[src/hw/gpmux_map.svh]
/*
 * gpmux_map.svh : constants of the pin-function multiplexer (widths, reset
 * values, select-field positions and codes).
 * assumes: included by the package and the mux module, by bare name.
 */
`ifndef GPMUX_MAP_SVH
`define GPMUX_MAP_SVH

// ----------------------------------------------------------------------------
// port widths
// ----------------------------------------------------------------------------
`define GPMUX_PA_W        8
`define GPMUX_PB_W        8
`define GPMUX_PC_W        8
`define GPMUX_PD_W        4
`define GPMUX_SEL_W       16

// ----------------------------------------------------------------------------
// reset values of the per-pin peripheral enables and the select register
// ----------------------------------------------------------------------------
`define GPMUX_PA_PEN_RST  8'h80
`define GPMUX_PB_PEN_RST  8'h00
`define GPMUX_PC_PEN_RST  8'hFF
`define GPMUX_PD_PEN_RST  4'hF
`define GPMUX_SEL_RST     16'h0000

// ----------------------------------------------------------------------------
// select register field positions (low bit of each field)
// ----------------------------------------------------------------------------
`define GPMUX_F_A4        0
`define GPMUX_F_A5        2
`define GPMUX_F_B0        4
`define GPMUX_F_B1        5
`define GPMUX_F_B2        6
`define GPMUX_F_B3        7
`define GPMUX_F_B4        8
`define GPMUX_F_B5        9
`define GPMUX_F_B6        10
`define GPMUX_F_B7        11

// ----------------------------------------------------------------------------
// three-way field codes
// ----------------------------------------------------------------------------
`define GPMUX_SEL3_PWM    2'h0
`define GPMUX_SEL3_FAULT  2'h1
`define GPMUX_SEL3_TIMER  2'h2

`endif

[src/hw/gpmux_pkg.sv]
/*
 * gpmux_pkg.sv : types of the pin-function multiplexer.
 * assumes: gpmux_map.svh is on the include path.
 */
`include "gpmux_map.svh"

package gpmux_pkg;
   typedef logic [`GPMUX_SEL_W-1:0] gpmux_sel_t;
   typedef logic [`GPMUX_PA_W-1:0]  gpmux_byte_t;
   typedef logic [`GPMUX_PD_W-1:0]  gpmux_nib_t;
endpackage : gpmux_pkg

[src/hw/gpmux_pin_function_mux.sv]
/*
 * gpmux_pin_function_mux.sv : routes the pads of ports A..D to port bits or
 * peripheral signals, with registered select and enable state.
 * assumes: one clock core_clk (50 MHz), synchronous active-high rst, pads
 * given as in/out/oe triplets; peripherals and port logic on core_clk.
 */
`include "gpmux_map.svh"

module gpmux_pin_function_mux
(
   input  wire logic                 core_clk,          // system bus clock
   input  wire logic                 rst,               // sync reset, high
   input  wire logic                 clk_en,            // freezes state when low
   // configuration
   input  wire logic                 cfg_we,            // load enables and select
   input  wire gpmux_pkg::gpmux_sel_t peripheral_select_register_wd, // select value
   input  wire gpmux_pkg::gpmux_byte_t pa_pen_wd,       // port A peripheral enables
   input  wire gpmux_pkg::gpmux_byte_t pb_pen_wd,       // port B peripheral enables
   input  wire gpmux_pkg::gpmux_byte_t pc_pen_wd,       // port C peripheral enables
   input  wire gpmux_pkg::gpmux_nib_t  pd_pen_wd,       // port D peripheral enables
   input  wire logic                 pll_ext_clk_en,    // from oscillator_clock_block
   output gpmux_pkg::gpmux_sel_t     peripheral_select_register, // select state
   output gpmux_pkg::gpmux_byte_t    pa_pen,            // current enables A
   output gpmux_pkg::gpmux_byte_t    pb_pen,            // current enables B
   output gpmux_pkg::gpmux_byte_t    pc_pen,            // current enables C
   output gpmux_pkg::gpmux_nib_t     pd_pen,            // current enables D
   // port logic side (per-bit out, out-enable, in)
   input  wire gpmux_pkg::gpmux_byte_t pa_do,           // port A data out
   input  wire gpmux_pkg::gpmux_byte_t pa_doe,          // port A drive enable
   output gpmux_pkg::gpmux_byte_t    pa_di,             // port A data in
   input  wire gpmux_pkg::gpmux_byte_t pb_do,           // port B data out
   input  wire gpmux_pkg::gpmux_byte_t pb_doe,          // port B drive enable
   output gpmux_pkg::gpmux_byte_t    pb_di,             // port B data in
   input  wire gpmux_pkg::gpmux_byte_t pc_do,           // port C data out
   input  wire gpmux_pkg::gpmux_byte_t pc_doe,          // port C drive enable
   output gpmux_pkg::gpmux_byte_t    pc_di,             // port C data in
   input  wire gpmux_pkg::gpmux_nib_t  pd_do,           // port D data out
   input  wire gpmux_pkg::gpmux_nib_t  pd_doe,          // port D drive enable
   output gpmux_pkg::gpmux_nib_t     pd_di,             // port D data in
   // peripheral side
   input  wire logic [5:0]           pwm_out,           // pwm outputs 0..5
   output logic [3:0]                fault_in,          // fault inputs 0..3
   input  wire logic [3:0]           timer_do,          // timer channel outputs
   input  wire logic [3:0]           timer_doe,         // timer channel drive enables
   output logic [3:0]                timer_di,          // timer channel inputs
   output logic                      port_a_pin_seven_rst_n, // reset input, low active
   input  wire logic                 spi_sclk_o,        // spi clock out
   input  wire logic                 spi_sclk_oe,       // spi clock drive
   output logic                      spi_sclk_i,        // spi clock in
   input  wire logic                 spi_ss_o,          // spi slave select out
   input  wire logic                 spi_ss_oe,         // spi slave select drive
   output logic                      spi_ss_i,          // spi slave select in
   input  wire logic                 spi_miso_o,        // spi master-in out (slave)
   input  wire logic                 spi_miso_oe,       // spi master-in drive
   output logic                      spi_miso_i,        // spi master-in in
   input  wire logic                 spi_mosi_o,        // spi master-out out
   input  wire logic                 spi_mosi_oe,       // spi master-out drive
   output logic                      spi_mosi_i,        // spi master-out in
   input  wire logic                 i2c_scl_oe,        // i2c clock pull low
   output logic                      i2c_scl_i,         // i2c clock in
   input  wire logic                 i2c_sda_oe,        // i2c data pull low
   output logic                      i2c_sda_i,         // i2c data in
   input  wire logic                 uart_txd,          // uart transmit data
   output logic                      uart_rxd,          // uart receive data
   input  wire logic                 clock_output,      // internal clock out
   output logic                      external_clock_input, // clock in from B6
   output gpmux_pkg::gpmux_byte_t    analog_in_en,      // port C pads to adc
   input  wire logic                 jtag_tdo,          // jtag data out
   input  wire logic                 jtag_tdo_oe,       // jtag data out drive
   output logic [2:0]                jtag_in,           // tdi, tck, tms
   // pads
   input  wire gpmux_pkg::gpmux_byte_t pad_a_in,        // port A pads in
   output gpmux_pkg::gpmux_byte_t    pad_a_out,         // port A pads out
   output gpmux_pkg::gpmux_byte_t    pad_a_oe,          // port A pads drive
   input  wire gpmux_pkg::gpmux_byte_t pad_b_in,        // port B pads in
   output gpmux_pkg::gpmux_byte_t    pad_b_out,         // port B pads out
   output gpmux_pkg::gpmux_byte_t    pad_b_oe,          // port B pads drive
   input  wire gpmux_pkg::gpmux_byte_t pad_c_in,        // port C pads in
   output gpmux_pkg::gpmux_byte_t    pad_c_out,         // port C pads out
   output gpmux_pkg::gpmux_byte_t    pad_c_oe,          // port C pads drive
   input  wire gpmux_pkg::gpmux_nib_t  pad_d_in,        // port D pads in
   output gpmux_pkg::gpmux_nib_t     pad_d_out,         // port D pads out
   output gpmux_pkg::gpmux_nib_t     pad_d_oe           // port D pads drive
);
   import gpmux_pkg::*;

   // -------------------------------------------------------------------------
   // configuration state
   // -------------------------------------------------------------------------
   gpmux_sel_t  sel_r;
   gpmux_byte_t pa_pen_r;
   gpmux_byte_t pb_pen_r;
   gpmux_byte_t pc_pen_r;
   gpmux_nib_t  pd_pen_r;

   always_ff @(posedge core_clk)
   begin
      if (rst)
      begin
         sel_r    <= `GPMUX_SEL_RST;
         pa_pen_r <= `GPMUX_PA_PEN_RST;
         pb_pen_r <= `GPMUX_PB_PEN_RST;
         pc_pen_r <= `GPMUX_PC_PEN_RST;
         pd_pen_r <= `GPMUX_PD_PEN_RST;
      end
      else if (clk_en && cfg_we)
      begin
         sel_r    <= peripheral_select_register_wd;
         pa_pen_r <= pa_pen_wd;
         pb_pen_r <= pb_pen_wd;
         pc_pen_r <= pc_pen_wd;
         pd_pen_r <= pd_pen_wd;
      end
   end

   assign peripheral_select_register = sel_r;
   assign pa_pen = pa_pen_r;
   assign pb_pen = pb_pen_r;
   assign pc_pen = pc_pen_r;
   assign pd_pen = pd_pen_r;

   // -------------------------------------------------------------------------
   // pad input synchronisers (two flops, nothing reads the first)
   // -------------------------------------------------------------------------
   gpmux_byte_t a_s1_r, a_s2_r, b_s1_r, b_s2_r, c_s1_r, c_s2_r;
   gpmux_nib_t  d_s1_r, d_s2_r;

   always_ff @(posedge core_clk)
   begin
      if (clk_en)
      begin
         a_s1_r <= pad_a_in;
         a_s2_r <= a_s1_r;
         b_s1_r <= pad_b_in;
         b_s2_r <= b_s1_r;
         c_s1_r <= pad_c_in;
         c_s2_r <= c_s1_r;
         d_s1_r <= pad_d_in;
         d_s2_r <= d_s1_r;
      end
   end

   // -------------------------------------------------------------------------
   // select fields
   // -------------------------------------------------------------------------
   wire [1:0] sel_a4 = sel_r[`GPMUX_F_A4 +: 2];
   wire [1:0] sel_a5 = sel_r[`GPMUX_F_A5 +: 2];
   wire sel_b0 = sel_r[`GPMUX_F_B0];
   wire sel_b1 = sel_r[`GPMUX_F_B1];
   wire sel_b2 = sel_r[`GPMUX_F_B2];
   wire sel_b3 = sel_r[`GPMUX_F_B3];
   wire sel_b4 = sel_r[`GPMUX_F_B4];
   wire sel_b5 = sel_r[`GPMUX_F_B5];
   wire sel_b6 = sel_r[`GPMUX_F_B6];
   wire sel_b7 = sel_r[`GPMUX_F_B7];

   // peripheral-side drive per pin; code 3 on a three-way field is unused
   // and leaves the pad undriven rather than guessing a function
   gpmux_byte_t pa_po, pa_poe, pb_po, pb_poe;

   assign pa_po[3:0]  = pwm_out[3:0];
   assign pa_poe[2:0] = 3'h7;
   assign pa_poe[3]   = 1'h1;
   assign pa_po[4]  = (sel_a4 == `GPMUX_SEL3_PWM) ? pwm_out[4] : timer_do[2];
   assign pa_poe[4] = (sel_a4 == `GPMUX_SEL3_PWM) | ((sel_a4 == `GPMUX_SEL3_TIMER) & timer_doe[2]);
   assign pa_po[5]  = (sel_a5 == `GPMUX_SEL3_PWM) ? pwm_out[5] : timer_do[3];
   assign pa_poe[5] = (sel_a5 == `GPMUX_SEL3_PWM) | ((sel_a5 == `GPMUX_SEL3_TIMER) & timer_doe[3]);
   assign pa_po[6]  = 1'h0;
   assign pa_poe[6] = 1'h0;
   assign pa_po[7]  = 1'h0;                            // reset pin is input only
   assign pa_poe[7] = 1'h0;

   // i2c lines are open drain: drive low only
   assign pb_po[0]  = sel_b0 ? 1'h0 : spi_sclk_o;
   assign pb_poe[0] = sel_b0 ? i2c_scl_oe : spi_sclk_oe;
   assign pb_po[1]  = sel_b1 ? 1'h0 : spi_ss_o;
   assign pb_poe[1] = sel_b1 ? i2c_sda_oe : spi_ss_oe;
   assign pb_po[2]  = sel_b2 ? timer_do[2] : spi_miso_o;
   assign pb_poe[2] = sel_b2 ? timer_doe[2] : spi_miso_oe;
   assign pb_po[3]  = sel_b3 ? timer_do[3] : spi_mosi_o;
   assign pb_poe[3] = sel_b3 ? timer_doe[3] : spi_mosi_oe;
   assign pb_po[4]  = sel_b4 ? clock_output : timer_do[0];
   assign pb_poe[4] = sel_b4 ? 1'h1 : timer_doe[0];
   assign pb_po[5]  = timer_do[1];
   assign pb_poe[5] = sel_b5 ? 1'h0 : timer_doe[1];
   assign pb_po[6]  = 1'h0;
   assign pb_poe[6] = sel_b6 ? i2c_sda_oe : 1'h0;
   assign pb_po[7]  = sel_b7 ? 1'h0 : uart_txd;
   assign pb_poe[7] = sel_b7 ? i2c_scl_oe : 1'h1;

   // -------------------------------------------------------------------------
   // pad drive: port bit when enable clear, peripheral when set
   // -------------------------------------------------------------------------
   wire  [3:0] pd_po  = {1'h0, 1'h0, jtag_tdo, 1'h0};
   wire  [3:0] pd_poe = {1'h0, 1'h0, jtag_tdo_oe, 1'h0};
   // a6 and a3 have no pad; their port bits still loop back internally
   wire  [7:0] pa_bonded = 8'hB7;

   assign pad_a_out = (pa_pen_r & pa_po) | (~pa_pen_r & pa_do);
   assign pad_a_oe  = ((pa_pen_r & pa_poe) | (~pa_pen_r & pa_doe)) & pa_bonded;
   assign pad_b_out = (pb_pen_r & pb_po) | (~pb_pen_r & pb_do);
   assign pad_b_oe  = (pb_pen_r & pb_poe) | (~pb_pen_r & pb_doe);
   // analog pins never drive in peripheral mode
   assign pad_c_out = ~pc_pen_r & pc_do;
   assign pad_c_oe  = ~pc_pen_r & pc_doe;
   assign pad_d_out = (pd_pen_r & pd_po) | (~pd_pen_r & pd_do);
   assign pad_d_oe  = (pd_pen_r & pd_poe) | (~pd_pen_r & pd_doe);
   assign analog_in_en = pc_pen_r;

   // -------------------------------------------------------------------------
   // input routing
   // -------------------------------------------------------------------------
   wire [7:0] a_in = (a_s2_r & pa_bonded) | (pa_do & ~pa_bonded);
   assign pa_di = a_in;
   assign pb_di = b_s2_r;
   assign pc_di = c_s2_r;
   assign pd_di = d_s2_r;

   // an unselected peripheral input sits at its idle level
   wire a4_en = pa_pen_r[4];
   wire a5_en = pa_pen_r[5];
   assign fault_in[0] = 1'h0;                                                   // A6 unbonded
   assign fault_in[1] = a4_en & (sel_a4 == `GPMUX_SEL3_FAULT) & a_in[4];
   assign fault_in[2] = a5_en & (sel_a5 == `GPMUX_SEL3_FAULT) & a_in[5];
   assign fault_in[3] = pb_pen_r[5] & sel_b5 & b_s2_r[5];
   assign timer_di[0] = pb_pen_r[4] & ~sel_b4 & b_s2_r[4];
   assign timer_di[1] = pb_pen_r[5] & ~sel_b5 & b_s2_r[5];
   assign timer_di[2] = (a4_en & (sel_a4 == `GPMUX_SEL3_TIMER) & a_in[4])
                      | (pb_pen_r[2] & sel_b2 & b_s2_r[2]);
   assign timer_di[3] = (a5_en & (sel_a5 == `GPMUX_SEL3_TIMER) & a_in[5])
                      | (pb_pen_r[3] & sel_b3 & b_s2_r[3]);
   assign port_a_pin_seven_rst_n = ~pa_pen_r[7] | a_s2_r[7];
   assign spi_sclk_i = pb_pen_r[0] & ~sel_b0 & b_s2_r[0];
   assign spi_ss_i   = ~(pb_pen_r[1] & ~sel_b1) | b_s2_r[1];
   assign spi_miso_i = pb_pen_r[2] & ~sel_b2 & b_s2_r[2];
   assign spi_mosi_i = pb_pen_r[3] & ~sel_b3 & b_s2_r[3];
   assign i2c_scl_i  = ~((pb_pen_r[0] & sel_b0) | (pb_pen_r[7] & sel_b7))
                     | ((~(pb_pen_r[0] & sel_b0) | b_s2_r[0])
                      & (~(pb_pen_r[7] & sel_b7) | b_s2_r[7]));
   assign i2c_sda_i  = ~((pb_pen_r[1] & sel_b1) | (pb_pen_r[6] & sel_b6))
                     | ((~(pb_pen_r[1] & sel_b1) | b_s2_r[1])
                      & (~(pb_pen_r[6] & sel_b6) | b_s2_r[6]));
   assign uart_rxd   = ~(pb_pen_r[6] & ~sel_b6) | b_s2_r[6];
   // clock-in path ignores the select register and the port B enable
   assign external_clock_input = pll_ext_clk_en & b_s2_r[6];
   assign jtag_in = pd_pen_r[3] ? {d_s2_r[0], d_s2_r[2], d_s2_r[3]} : 3'h0;

endmodule : gpmux_pin_function_mux

[config.mk]
export PLATFORM = sky130hd
export DESIGN_NAME = gpmux_pin_function_mux
export DESIGN_NICKNAME = d
export VERILOG_FILES = /design/src/hw/gpmux_pkg.sv /design/src/hw/gpmux_pin_function_mux.sv
export VERILOG_INCLUDE_DIRS = /design/src /design/src/hw
export SDC_FILE = /design/constraint.sdc
export NUM_CORES = 1
export LEC_CHECK = 0
export BUFFER_PORTS_ARGS = -buffer_cell sky130_fd_sc_hd__buf_2
export CORE_AREA = 2 2 123 125
export DETAILED_ROUTE_END_ITERATION = 16
export DIE_AREA = 0 0 125 127
export MAX_ROUTING_LAYER = met4
export PLACE_DENSITY = 0.77
export SKIP_CTS_REPAIR_TIMING = 1
export SKIP_LAST_GASP = 1
export SYNTH_ARGS = -nofsm -noshare
export SYNTH_HDL_FRONTEND = slang
export SYNTH_SLANG_ARGS = --single-unit
export TNS_END_PERCENT = 50
[constraint.sdc]
create_clock -name core_clk -period 1 [get_ports core_clk]
set_input_delay 0.2 -clock core_clk [delete_from_list [all_inputs] [get_ports core_clk]]
set_output_delay 0.2 -clock core_clk [all_outputs]
set_load 0.01 [all_outputs]
=== After elaboration in Yosys (flattened, before gate mapping) ===
Index checks and enable logic that the tools add are counted.

* Equality and inequality tests: 4
* Reduce and logical (&&, ||, !) cells: 3
* Mux-type cells: 17
* Bitwise gates (word level): 91

{| class="wikitable"
|+ Operators with widths
! operator !! count
|-
| $and A8 B8 Y8 || 8
|-
| $and A1 B1 Y1 || 35
|-
| $or A8 B8 Y8 || 4
|-
| $not A8 Y8 || 3
|-
| $and A8 B6 Y8 || 2
|-
| $mux W1 || 16
|-
| $not A1 Y1 || 16
|-
| $or A1 B1 Y1 || 15
|-
| $and A4 B2 Y4 || 2
|-
| $and A4 B4 Y4 || 2
|-
| $or A4 B4 Y4 || 2
|-
| $or A8 B7 Y8 || 1
|-
| $eq A2 B1 Y1 const B || 2
|-
| $eq A2 B2 Y1 const B || 2
|-
| $logic_not A2 Y1 || 2
|-
| $not A4 Y4 || 1
|-
| $mux W3 || 1
|-
| $logic_and A1 B1 Y1 || 1
|}

* Output and inout bits: 156
* Logic and storage cells: 128
* Bits in registers: 100

=== Depth between registers and ports, before layout ===
Gate-level depths: netlist of run 1.

* Word-level depth: 5
* Gate-level depth with buffers: 4
* Gate-level depth less buffers: 2

=== Worst setup path after synthesis of run 1 ===
Ideal clock, no wire load.

* Kind: flip-flop to output port
* Start point: register sel_r[0], in the netlist peripheral_select_register[0]
* End point: output pad_a_out[4]
* Stages on the path, launching flop included: 3
* Data required time: 0.800 ns
* Setup slack: -0.193 ns
* Buffers on the path: 0
* Arrival: 0.993 ns
* Path through: dfxtp_1 or3b_1 a31oi_1

* Word-level cells in the longest chain between the ends: 4

{| class="wikitable"
|+ RTL lines
! element !! RTL line !! RTL
|-
| from (decl) || gpmux_pin_function_mux.sv:90 || <nowiki>gpmux_sel_t sel_r;</nowiki>
|-
| from (signal assigned) || gpmux_pin_function_mux.sv:100 || <nowiki>sel_r <= `GPMUX_SEL_RST;</nowiki>
|-
| from (signal assigned) || gpmux_pin_function_mux.sv:108 || <nowiki>sel_r <= peripheral_select_register_wd;</nowiki>
|-
| $logic_not A2 Y1 (no line) || - ||
|-
| $mux W1 || gpmux_pin_function_mux.sv:164 || <nowiki>assign pa_po[4] = (sel_a4 == `GPMUX_SEL3_PWM) ? pwm_out[4] : timer_do[2];</nowiki>
|-
| $and A8 B6 Y8 || gpmux_pin_function_mux.sv:199 || <nowiki>assign pad_a_out = (pa_pen_r & pa_po) | (~pa_pen_r & pa_do);</nowiki>
|-
| $or A8 B8 Y8 || gpmux_pin_function_mux.sv:199 ||
|-
| to (decl) || gpmux_pin_function_mux.sv:73 || <nowiki>output gpmux_pkg::gpmux_byte_t pad_a_out,</nowiki>
|}

No other way between the ends.

=== Final worst setup path of run 1 ===
* Start point: register sel_r[3], in the netlist peripheral_select_register[3]
* End point: output pad_a_out[5]

* Word-level cells in the longest chain between the ends: 4

{| class="wikitable"
|+ RTL lines
! element !! RTL line !! RTL
|-
| $logic_not A2 Y1 (no line) || - ||
|-
| $mux W1 || gpmux_pin_function_mux.sv:166 || <nowiki>assign pa_po[5] = (sel_a5 == `GPMUX_SEL3_PWM) ? pwm_out[5] : timer_do[3];</nowiki>
|-
| $and A8 B6 Y8 || gpmux_pin_function_mux.sv:199 ||
|-
| $or A8 B8 Y8 || gpmux_pin_function_mux.sv:199 ||
|}

No other way between the ends.

==> run metrics, run 1 <==
vias in the first global route=3,874; Via-to-Cell Ratio=4.55; number of synthesized flops with an enable pin=52; CP max stage delay=0.38 ns; post-synthesis register bit count=96; Max H-tree Level=3; placed inst area=0.00644 mm²; Setup CP Type=reg2out; Worst R2R Start=peripheral_select_register[6]; Antenna Nets Post-Route=0; final worst-path cycle share=1.56; Setup Slack @ Placement=-0.238 ns; design area=0.00725 mm²; hold depth=1; drt initial violations=148; initial antenna violation count=2; CTS tree=done; GRT Residual Overflow=0; worst r2r path cells=4; type of origin of the critical path=flip-flop; setup ws final=-0.558 ns; pwr dens=1340 mW/mm²; peak supply drop=1.37 mV; clk_lat worst skew=0.35 ns; Total GRT Usage=0.160; synth cell count leaders=edfxtp_1, dfxtp_1, nand3_1; CP endpoint kind=output pin; ratio of cells with drive above 1 in the final layout=0.650; HPWL reported at the end of detailed placement=10,300 µm; Final Setup Violations=150; r2r setup slk=0.01 ns; CP max-delay cell=or3b_1; Peak Freq=642 MHz; core area=0.0144 mm²; global-route wire length before repair=19,600 µm; final setup TNS=-25.00 ns; clock period minus worst slack=1.56 ns; area share of the largest cell type after synthesis=0.356; Final Hold Violating Endpoints=0; Clock transition at path regs=0.07 ns; Area Overhead vs Synth=65.1%; # Max-Cap Violations=0; leakage power figure=3.39 nW; die footprint=0.0159 mm²; Worst path top cell family by delay=simple AND/OR/NAND/NOR gates; FP Rows=44; critical path buffer and inverter count=1; DRT Wirelength=13,500 µm; Layout Cells excl Fill=915; Hold Startpoint=pad_c_in[4]; Ports=317; ys flop type=edfxtp_1; Post-layout nets=885; largest area contributor in the netlist=edfxtp_1; Initial Utilization=0.304; hold endpoint=c_s1_r[4]; CP required=0.80 ns; dpl cells=891; r2r endpoint=peripheral_select_register[6]; CTS Sinks=96; CP Max Fanout=2; WL/cell=14.8 µm; cell count after synthesis=374; failing checks=negative setup slack; register area share after synthesis=0.556; largest net degree at the start of global routing=26; Worst EP arrival=1.36 ns; final RePlAce weighted congestion=0.753; synth top area cells=edfxtp_1, dfxtp_1, a21bo_1; Yosys warnings=0; Mean Syn Cell Area=11.7 µm²; I/O Buffers=309; die width=125 µm; number of fill cells=1,305; Cell variety after synth=32; unrepaired setup endpoints after global routing=true; TritonCTS buffer count=9; Layout Skew=0.00328 ns; CTS Root Buffer Type=clkbuf_16; drt pass-1 iters=4; clk buf depth=2; DRC Markers=0; Max Slew Vio Count=0; vias=4,165; count leader, synth=edfxtp_1; synthesized cell area=0.00439 mm²; HP Class=in2reg; outcome=finished with violations; Die Y=127 µm; critical path, cell by cell=or3b_1 -> a31oi_2 -> buf_2; Post-synth ARST share=0
==> per-stage QoR <==
stage                     total power [mW]  hold WS, ns  utilization
after floorplan                       5.39        0.299            -
after global placement                6.25        0.376        0.446
after detailed placement              6.29        0.378        0.446
after CTS                             9.67      0.00175        0.466
after global routing                  10.2      0.00374        0.502
final                                 9.75       0.0220        0.502
==> cell usage in the layout (no fill, tap or decap), drive strengths merged <==
cell	synthesis	layout
nor2	14	14
nand2	8	8
nand4b	2	2
nor2b	28	28
edfxtp	52	52
and3	14	14
dlygate4sd3	0	1
o22a	2	2
a211o	13	13
nand2b	3	3
diode	0	2
or3b	3	3
a31oi	3	3
or2	3	3
nand3	34	34
and3b	3	3
buf	33	371
o31ai	2	2
and2	4	4
clkinv	0	1
mux2	7	7
o21ai	7	7
a21bo	31	31
and4b	2	2
a21oi	39	39
dfxtp	44	44
nand3b	5	5
inv	8	13
mux2i	7	7
clkbuf	2	10
conb	1	3
==> registers in the layout (all words and copies together) (netlist names) <==
register                    cells
peripheral_select_register     16
analog_in_en                    8
b_s1_r                          8
c_s1_r                          8
pa_pen                          8
pb_di                           8
pb_pen                          8
pc_di                           8
a_s1_r                          6
a_s2_r                          6
d_s1_r                          4
pd_di                           4
pd_pen                          4
==> where the power goes <==
group | leakage [nW] | switching (mW) | internal (mW)
registers | 0.884 | 0.184 | 4.41
clock network | 0.140 | 1.62 | 1.75
logic | 2.37 | 0.794 | 0.988
total | 3.39 | 2.60 | 7.15
==> cell families (layout without fill, tap and decap cells) <==
group	Yosys count	in the layout	share of synthesized area
AO/OA/AOI/OAI	97	97	0.177
AND/OR/NAND/NOR	123	123	0.161
flip-flops	96	96	0.556
buffers and inverters	43	396	0.0707
other	1	5	0.000854
multiplexers	14	14	0.0339
==> worst max path at each step <==
stage	startpoint	end	slack [ns]	cells past startpoint
after floorplan	peripheral_select_register[1]	pad_a_out[4]	-0.15	2
after global placement	peripheral_select_register[1]	pad_a_out[4]	-0.22	3
after detailed placement	peripheral_select_register[3]	pad_a_out[5]	-0.24	3
after CTS	peripheral_select_register[3]	pad_a_out[5]	-0.64	3
after global routing	peripheral_select_register[3]	pad_a_out[5]	-0.63	3
final	peripheral_select_register[3]	pad_a_out[5]	-0.56	3
==> cell type report <==
type	count	area (µm²)	share of cell area
Multi-Input combinational cell	237	1790	0.247
Sequential cell	96	2540	0.351
Inverter	8	30.0	0.00414
Timing Repair Buffer	372	2370	0.327
Antenna cell	2	5.00	0.000691
Clock inverter	6	55.1	0.00760
Clock buffer	10	229	0.0316
Tap cell	184	230	0.0318
==> layer usage <==
layer | GRT usage | vias up | part of all wire
li1 | - | 2048 | -
met1 | 0.177 | 1932 | 0.40
met2 | 0.274 | 178 | 0.51
met3 | 0.0662 | 7 | 0.081
met4 | 0.0333 | 0 | 0.0075
met5 | - | - | 0
Note: power is estimated with default switching activity, not from simulation.
==> run 2: changes to the inputs <==
--- a/config.mk
+++ b/config.mk
@@ -6,12 +6,13 @@
 export SDC_FILE = /design/constraint.sdc
 export NUM_CORES = 1
 export LEC_CHECK = 0
+export ABC_AREA = 1
 export BUFFER_PORTS_ARGS = -buffer_cell sky130_fd_sc_hd__buf_2
 export CORE_AREA = 2 2 123 125
 export DETAILED_ROUTE_END_ITERATION = 16
 export DIE_AREA = 0 0 125 127
 export MAX_ROUTING_LAYER = met4
-export PLACE_DENSITY = 0.77
+export PLACE_DENSITY = 0.74
 export SKIP_CTS_REPAIR_TIMING = 1
 export SKIP_LAST_GASP = 1
 export SYNTH_ARGS = -nofsm -noshare
==> run 2 against run 1 <==
Net effect: the run still ends with negative setup slack left; register-to-register slack hardly changed; sequential share of layout area is 2.0 points higher; largest cell class unchanged; critical endpoint is now pad_b_out[0]; via count grew 3.0%; hold slack improved by 0.0024 ns.
==> run metrics, run 2 <==
outcome=finished with violations; failing checks=negative setup slack; Worst EP arrival=1.19 ns; Max Slew Vio Count=0; Max H-tree Level=3; CP max-delay cell=dfxtp_4; vias in the first global route=3,862; synthesized cell area=0.00406 mm²; ys flop type=edfxtp_1; synth top area cells=edfxtp_1, dfxtp_1, nor2_1; number of synthesized flops with an enable pin=52; Via-to-Cell Ratio=4.36; Setup CP Type=reg2out; Final Hold Violating Endpoints=0; count leader, synth=nor2_1; final worst-path cycle share=1.39; HPWL reported at the end of detailed placement=9880 µm; drt pass-1 iters=4; Worst path top cell family by delay=flip-flops; Area Overhead vs Synth=69.1%; vias=4,291; Post-synth ARST share=0; GRT Residual Overflow=0; CP endpoint kind=output pin; pwr dens=1450 mW/mm²; CP max stage delay=0.37 ns; Flop pwr share=0.470; Mean Syn Cell Area=8.75 µm²; Cell variety after synth=24; WL/cell=13.9 µm; CTS tree=done; unrepaired setup endpoints after global routing=true; Final Setup Violations=149; DRT Wirelength=13,600 µm; TritonCTS buffer count=9; setup ws final=-0.390 ns; Die Y=127 µm; initial antenna violation count=1; die width=125 µm; Yosys warnings=0; dpl cells=960; clock period minus worst slack=1.39 ns; r2r setup slk=0.01 ns; Hold Startpoint=pad_c_in[3]; global-route wire length before repair=18,700 µm; max FFs per register=16; most frequent cells in the layout=buf_2, nor2_1, nand2_1, edfxtp_1, inv_1; clk_lat worst skew=0.34 ns; worst r2r path cells=5; hold endpoint=c_s1_r[3]; post-synthesis register bit count=96; combinational power share=0.186; Total GRT Usage=0.154; area share of the largest cell type after synthesis=0.385; core area=0.0144 mm²; Layout Cells excl Fill=985; die footprint=0.0159 mm²; HP Class=in2reg; synth cell count leaders=nor2_1, nand2_1, inv_1; Worst R2R Start=pb_pen[0]; Net Sw Power=2.82 mW; FP Rows=44; r2r endpoint=pb_pen[0]; Ports=317; Post-layout nets=956; internal power=7.15 mW; total power=9.97 mW; I/O Buffers=309; hold depth=1; Peak Freq=719 MHz; peak supply drop=0.756 mV; register area share after synthesis=0.602; Clock transition at path regs=0.08 ns; # Max-Cap Violations=0; final RePlAce weighted congestion=0.817; cell count after synthesis=464; drt initial violations=167; clk buf depth=2; critical path, cell by cell=buf_4 -> buf_6 -> nand3_2 -> nand2_1 -> buf_2; Layout Skew=0.00713 ns; largest net degree at the start of global routing=45; most common cell after layout, fill and taps aside=buf_2; Antenna Nets Post-Route=0; clock power share=0.344; type of origin of the critical path=flip-flop; CP required=0.80 ns; largest area contributor in the netlist=edfxtp_1; CTS Root Buffer Type=clkbuf_16; leakage power figure=3.44 nW; ratio of cells with drive above 1 in the final layout=0.600; Initial Utilization=0.281; hold slack=0.0244 ns; CP Max Fanout=6; Net Sw Frac=0.283; critical path buffer and inverter count=3; DRC Markers=0; CTS Sinks=96
[run 2: cell type report]
| cell class | instances | area, µm² |
|---|---|---|
| timing repair buffer | 343 | 2090 |
| multi-input combinational | 276 | 1430 |
| clock buffer | 9 | 225 |
| sequential | 96 | 2540 |
| tap | 184 | 230 |
| fill | 1359 | 7560 |
| clock inverter | 7 | 72.6 |
| antenna | 1 | 2.50 |
| inverter | 69 | 277 |
[run 2: metal layers]
metal  routed length (µm)  GRT usage  share of wire  vias up
met2                 7270      0.278           0.53      200
met5                    0          -              0        -
li1                     -          -              -     2135
met3                  934     0.0377          0.068       21
met4                  299     0.0556          0.022        0
met1                 5140      0.165           0.38     1935
[run 2: cells by family (layout without fill, tap and decap cells)]
family                 count (synthesis)  after routing  synth area share
AO/OA/AOI/OAI                         50             50            0.0644
buffers and inverters                 94            428             0.108
flip-flops                            96             96             0.602
other                                  1              4          0.000924
AND/OR/NAND/NOR                      223            223             0.225
[run 2: worst max-delay path by stage]
stage / from / to / cells past startpoint
2_1_floorplan: pb_pen[5] / fault_in[3] / 2
3_3_place_gp: pb_pen[3] / spi_mosi_i / 3
3_5_place_dp: pb_pen[3] / pad_b_oe[3] / 4
4_1_cts: pb_pen[3] / spi_mosi_i / 3
5_1_grt: pb_pen[2] / pad_b_out[2] / 3
6_report: pb_pen[0] / pad_b_out[0] / 5
[run 2: through the flow]
stage	util	setup slack, ns	area, µm²	TNS [ns]
floorplan	-	-0.0238	4080	-0.0349
global placement	0.412	-0.190	5950	-3.10
detailed placement	0.412	-0.179	5950	-4.52
CTS	0.433	-0.580	6240	-31.27
global route	0.476	-0.445	6860	-29.15
finish	0.476	-0.390	6860	-22.63
[run 2: power groups by stage]
stage | Sequential (mW) | Combinational [mW] | Clock, mW
after floorplan | 4.80 | 0.615 | 0
after global placement | 4.72 | 1.58 | 0
after detailed placement | 4.73 | 1.61 | 0
after CTS | 4.65 | 1.61 | 3.54
after global routing | 4.73 | 2.02 | 3.64
final | 4.69 | 1.86 | 3.43
==> run 3: changes to the inputs <==
--- a/config.mk
+++ b/config.mk
@@ -8,11 +8,11 @@
 export LEC_CHECK = 0
 export ABC_AREA = 1
 export BUFFER_PORTS_ARGS = -buffer_cell sky130_fd_sc_hd__buf_2
-export CORE_AREA = 2 2 123 125
+export CORE_MARGIN = 8
+export CORE_UTILIZATION = 36
 export DETAILED_ROUTE_END_ITERATION = 16
-export DIE_AREA = 0 0 125 127
 export MAX_ROUTING_LAYER = met4
-export PLACE_DENSITY = 0.74
+export PLACE_DENSITY = 0.89
 export SKIP_CTS_REPAIR_TIMING = 1
 export SKIP_LAST_GASP = 1
 export SYNTH_ARGS = -nofsm -noshare
==> run 3 against run 2 <==
Net effect: the run still ends with negative setup slack left; utilization up 14 points; sequential power about the same; first-iteration DRC count up 50%; hold slack better by 0.0029 ns; global-route usage up 3.1 points; largest cell class unchanged; highest routed layer unchanged.
==> run metrics, run 3 (synthesis gave the netlist of run 2 again) <==
Peak Freq=717 MHz; Clock transition at path regs=0.08 ns; global-route wire length before repair=21,200 µm; Initial Utilization=0.371; hold depth=1; core area=0.0109 mm²; r2r endpoint=pb_pen[2]; ratio of cells with drive above 1 in the final layout=0.582; # Max-Cap Violations=0; DRC Markers=0; Final Hold Violating Endpoints=0; hold endpoint=c_s1_r[3]; CTS Root Buffer Type=clkbuf_16; design area=0.00676 mm²; initial antenna violation count=0; final worst-path cycle share=1.39; Total GRT Usage=0.185; largest net degree at the start of global routing=45; outcome=finished with violations; Max H-tree Level=3; most frequent cells in the layout=buf_2, nor2_1, nand2_1, edfxtp_1, inv_1; clk buf depth=2; die width=122 µm; total power=10.0 mW; setup ws final=-0.395 ns; failing checks=negative setup slack; Post-layout nets=953; Ports=317; I/O Buffers=309; CTS Sinks=96; TritonCTS buffer count=9; placed inst area=0.00585 mm²; type of origin of the critical path=flip-flop; CP endpoint kind=output pin; final core occ=0.618; drt pass-1 iters=4; Area Overhead vs Synth=66.5%; leakage power figure=3.42 nW; CP Max Fanout=3; peak supply drop=1.16 mV; final RePlAce weighted congestion=0.824; most common cell after layout, fill and taps aside=buf_2; Final Setup Violations=151; Worst EP arrival=1.19 ns; worst r2r path cells=4; diodes inserted=0; r2r setup slk=0.09 ns; final setup TNS=-21.96 ns; Via-to-Cell Ratio=4.67; HP Class=in2reg; Die Y=122 µm; HPWL reported at the end of detailed placement=11,600 µm; drt initial violations=250; clk_lat worst skew=0.33 ns; pwr dens=1480 mW/mm²; WL/cell=16.7 µm; CP required=0.80 ns; Layout Skew=0.00435 ns; max FFs per register=16; clock period minus worst slack=1.39 ns; FP Rows=38; Hold Startpoint=pad_c_in[3]; unrepaired setup endpoints after global routing=true; CTS tree=done; vias=4,377; GRT Residual Overflow=0; DRT Wirelength=15,700 µm; Worst R2R Start=pb_pen[2]; vias in the first global route=4,262; Antenna Nets Post-Route=0; die footprint=0.0149 mm²; Max Slew Vio Count=0; Setup CP Type=reg2out; number of fill cells=860; Setup Slack @ Placement=-0.0857 ns
## run 3: cell count changes in the layout (fill, tap and decap cells not counted), sizes merged
cell / previous run / this run
diode: 1 / 0
clkinv: 4 / 3
buf: 343 / 340
clkinvlp: 0 / 1
## run 3: how the worst max path moves through the flow
stage,startpoint,to,slack (ns),cells past startpoint
final,pb_di[6],i2c_sda_i,-0.39,3
after global routing,pb_di[6],i2c_sda_i,-0.46,3
after CTS,pb_pen[3],pad_b_out[3],-0.44,3
after detailed placement,clk_en,peripheral_select_register[13],-0.09,5
after global placement,pb_pen[3],pad_b_out[3],-0.04,3
after floorplan,pb_pen[5],fault_in[3],-0.02,2
## run 3: cell type report
| type | instances | area [µm²] | area share |
|---|---|---|---|
| sequential | 96 | 2550 | 0.378 |
| timing repair buffer | 340 | 2050 | 0.304 |
| multi-input combinational | 276 | 1400 | 0.207 |
| inverter | 69 | 272 | 0.0402 |
| clock buffer | 9 | 225 | 0.0333 |
| tap | 140 | 175 | 0.0259 |
| clock inverter | 7 | 82.6 | 0.0122 |
## run 3: stage by stage
step	cells	hold WS (ns)
after floorplan	466	0.299
after global placement	914	0.377
after detailed placement	914	0.378
after CTS	930	0.0123
after global routing	937	0.0134
final	937	0.0273
## run 3: power breakdown
group | switching [mW] | total, mW | internal (mW)
registers | 0.236 | 4.68 | 4.44
logic | 0.957 | 1.88 | 0.920
clock network | 1.68 | 3.47 | 1.79
total | 2.87 | 10.0 | 7.15
## run 3: metal layers
layer  routed length, µm  global-route usage
met1                5770               0.197
met2                8390               0.335
met3                1180              0.0440
met4                 327              0.0503
met5                   0                   -
## run 3: worst max-delay path: stages, from the launching register on
cell      delay, ns
edfxtp_1       0.44
nor3_2         0.22
nor2_1         0.07
buf_2          0.14
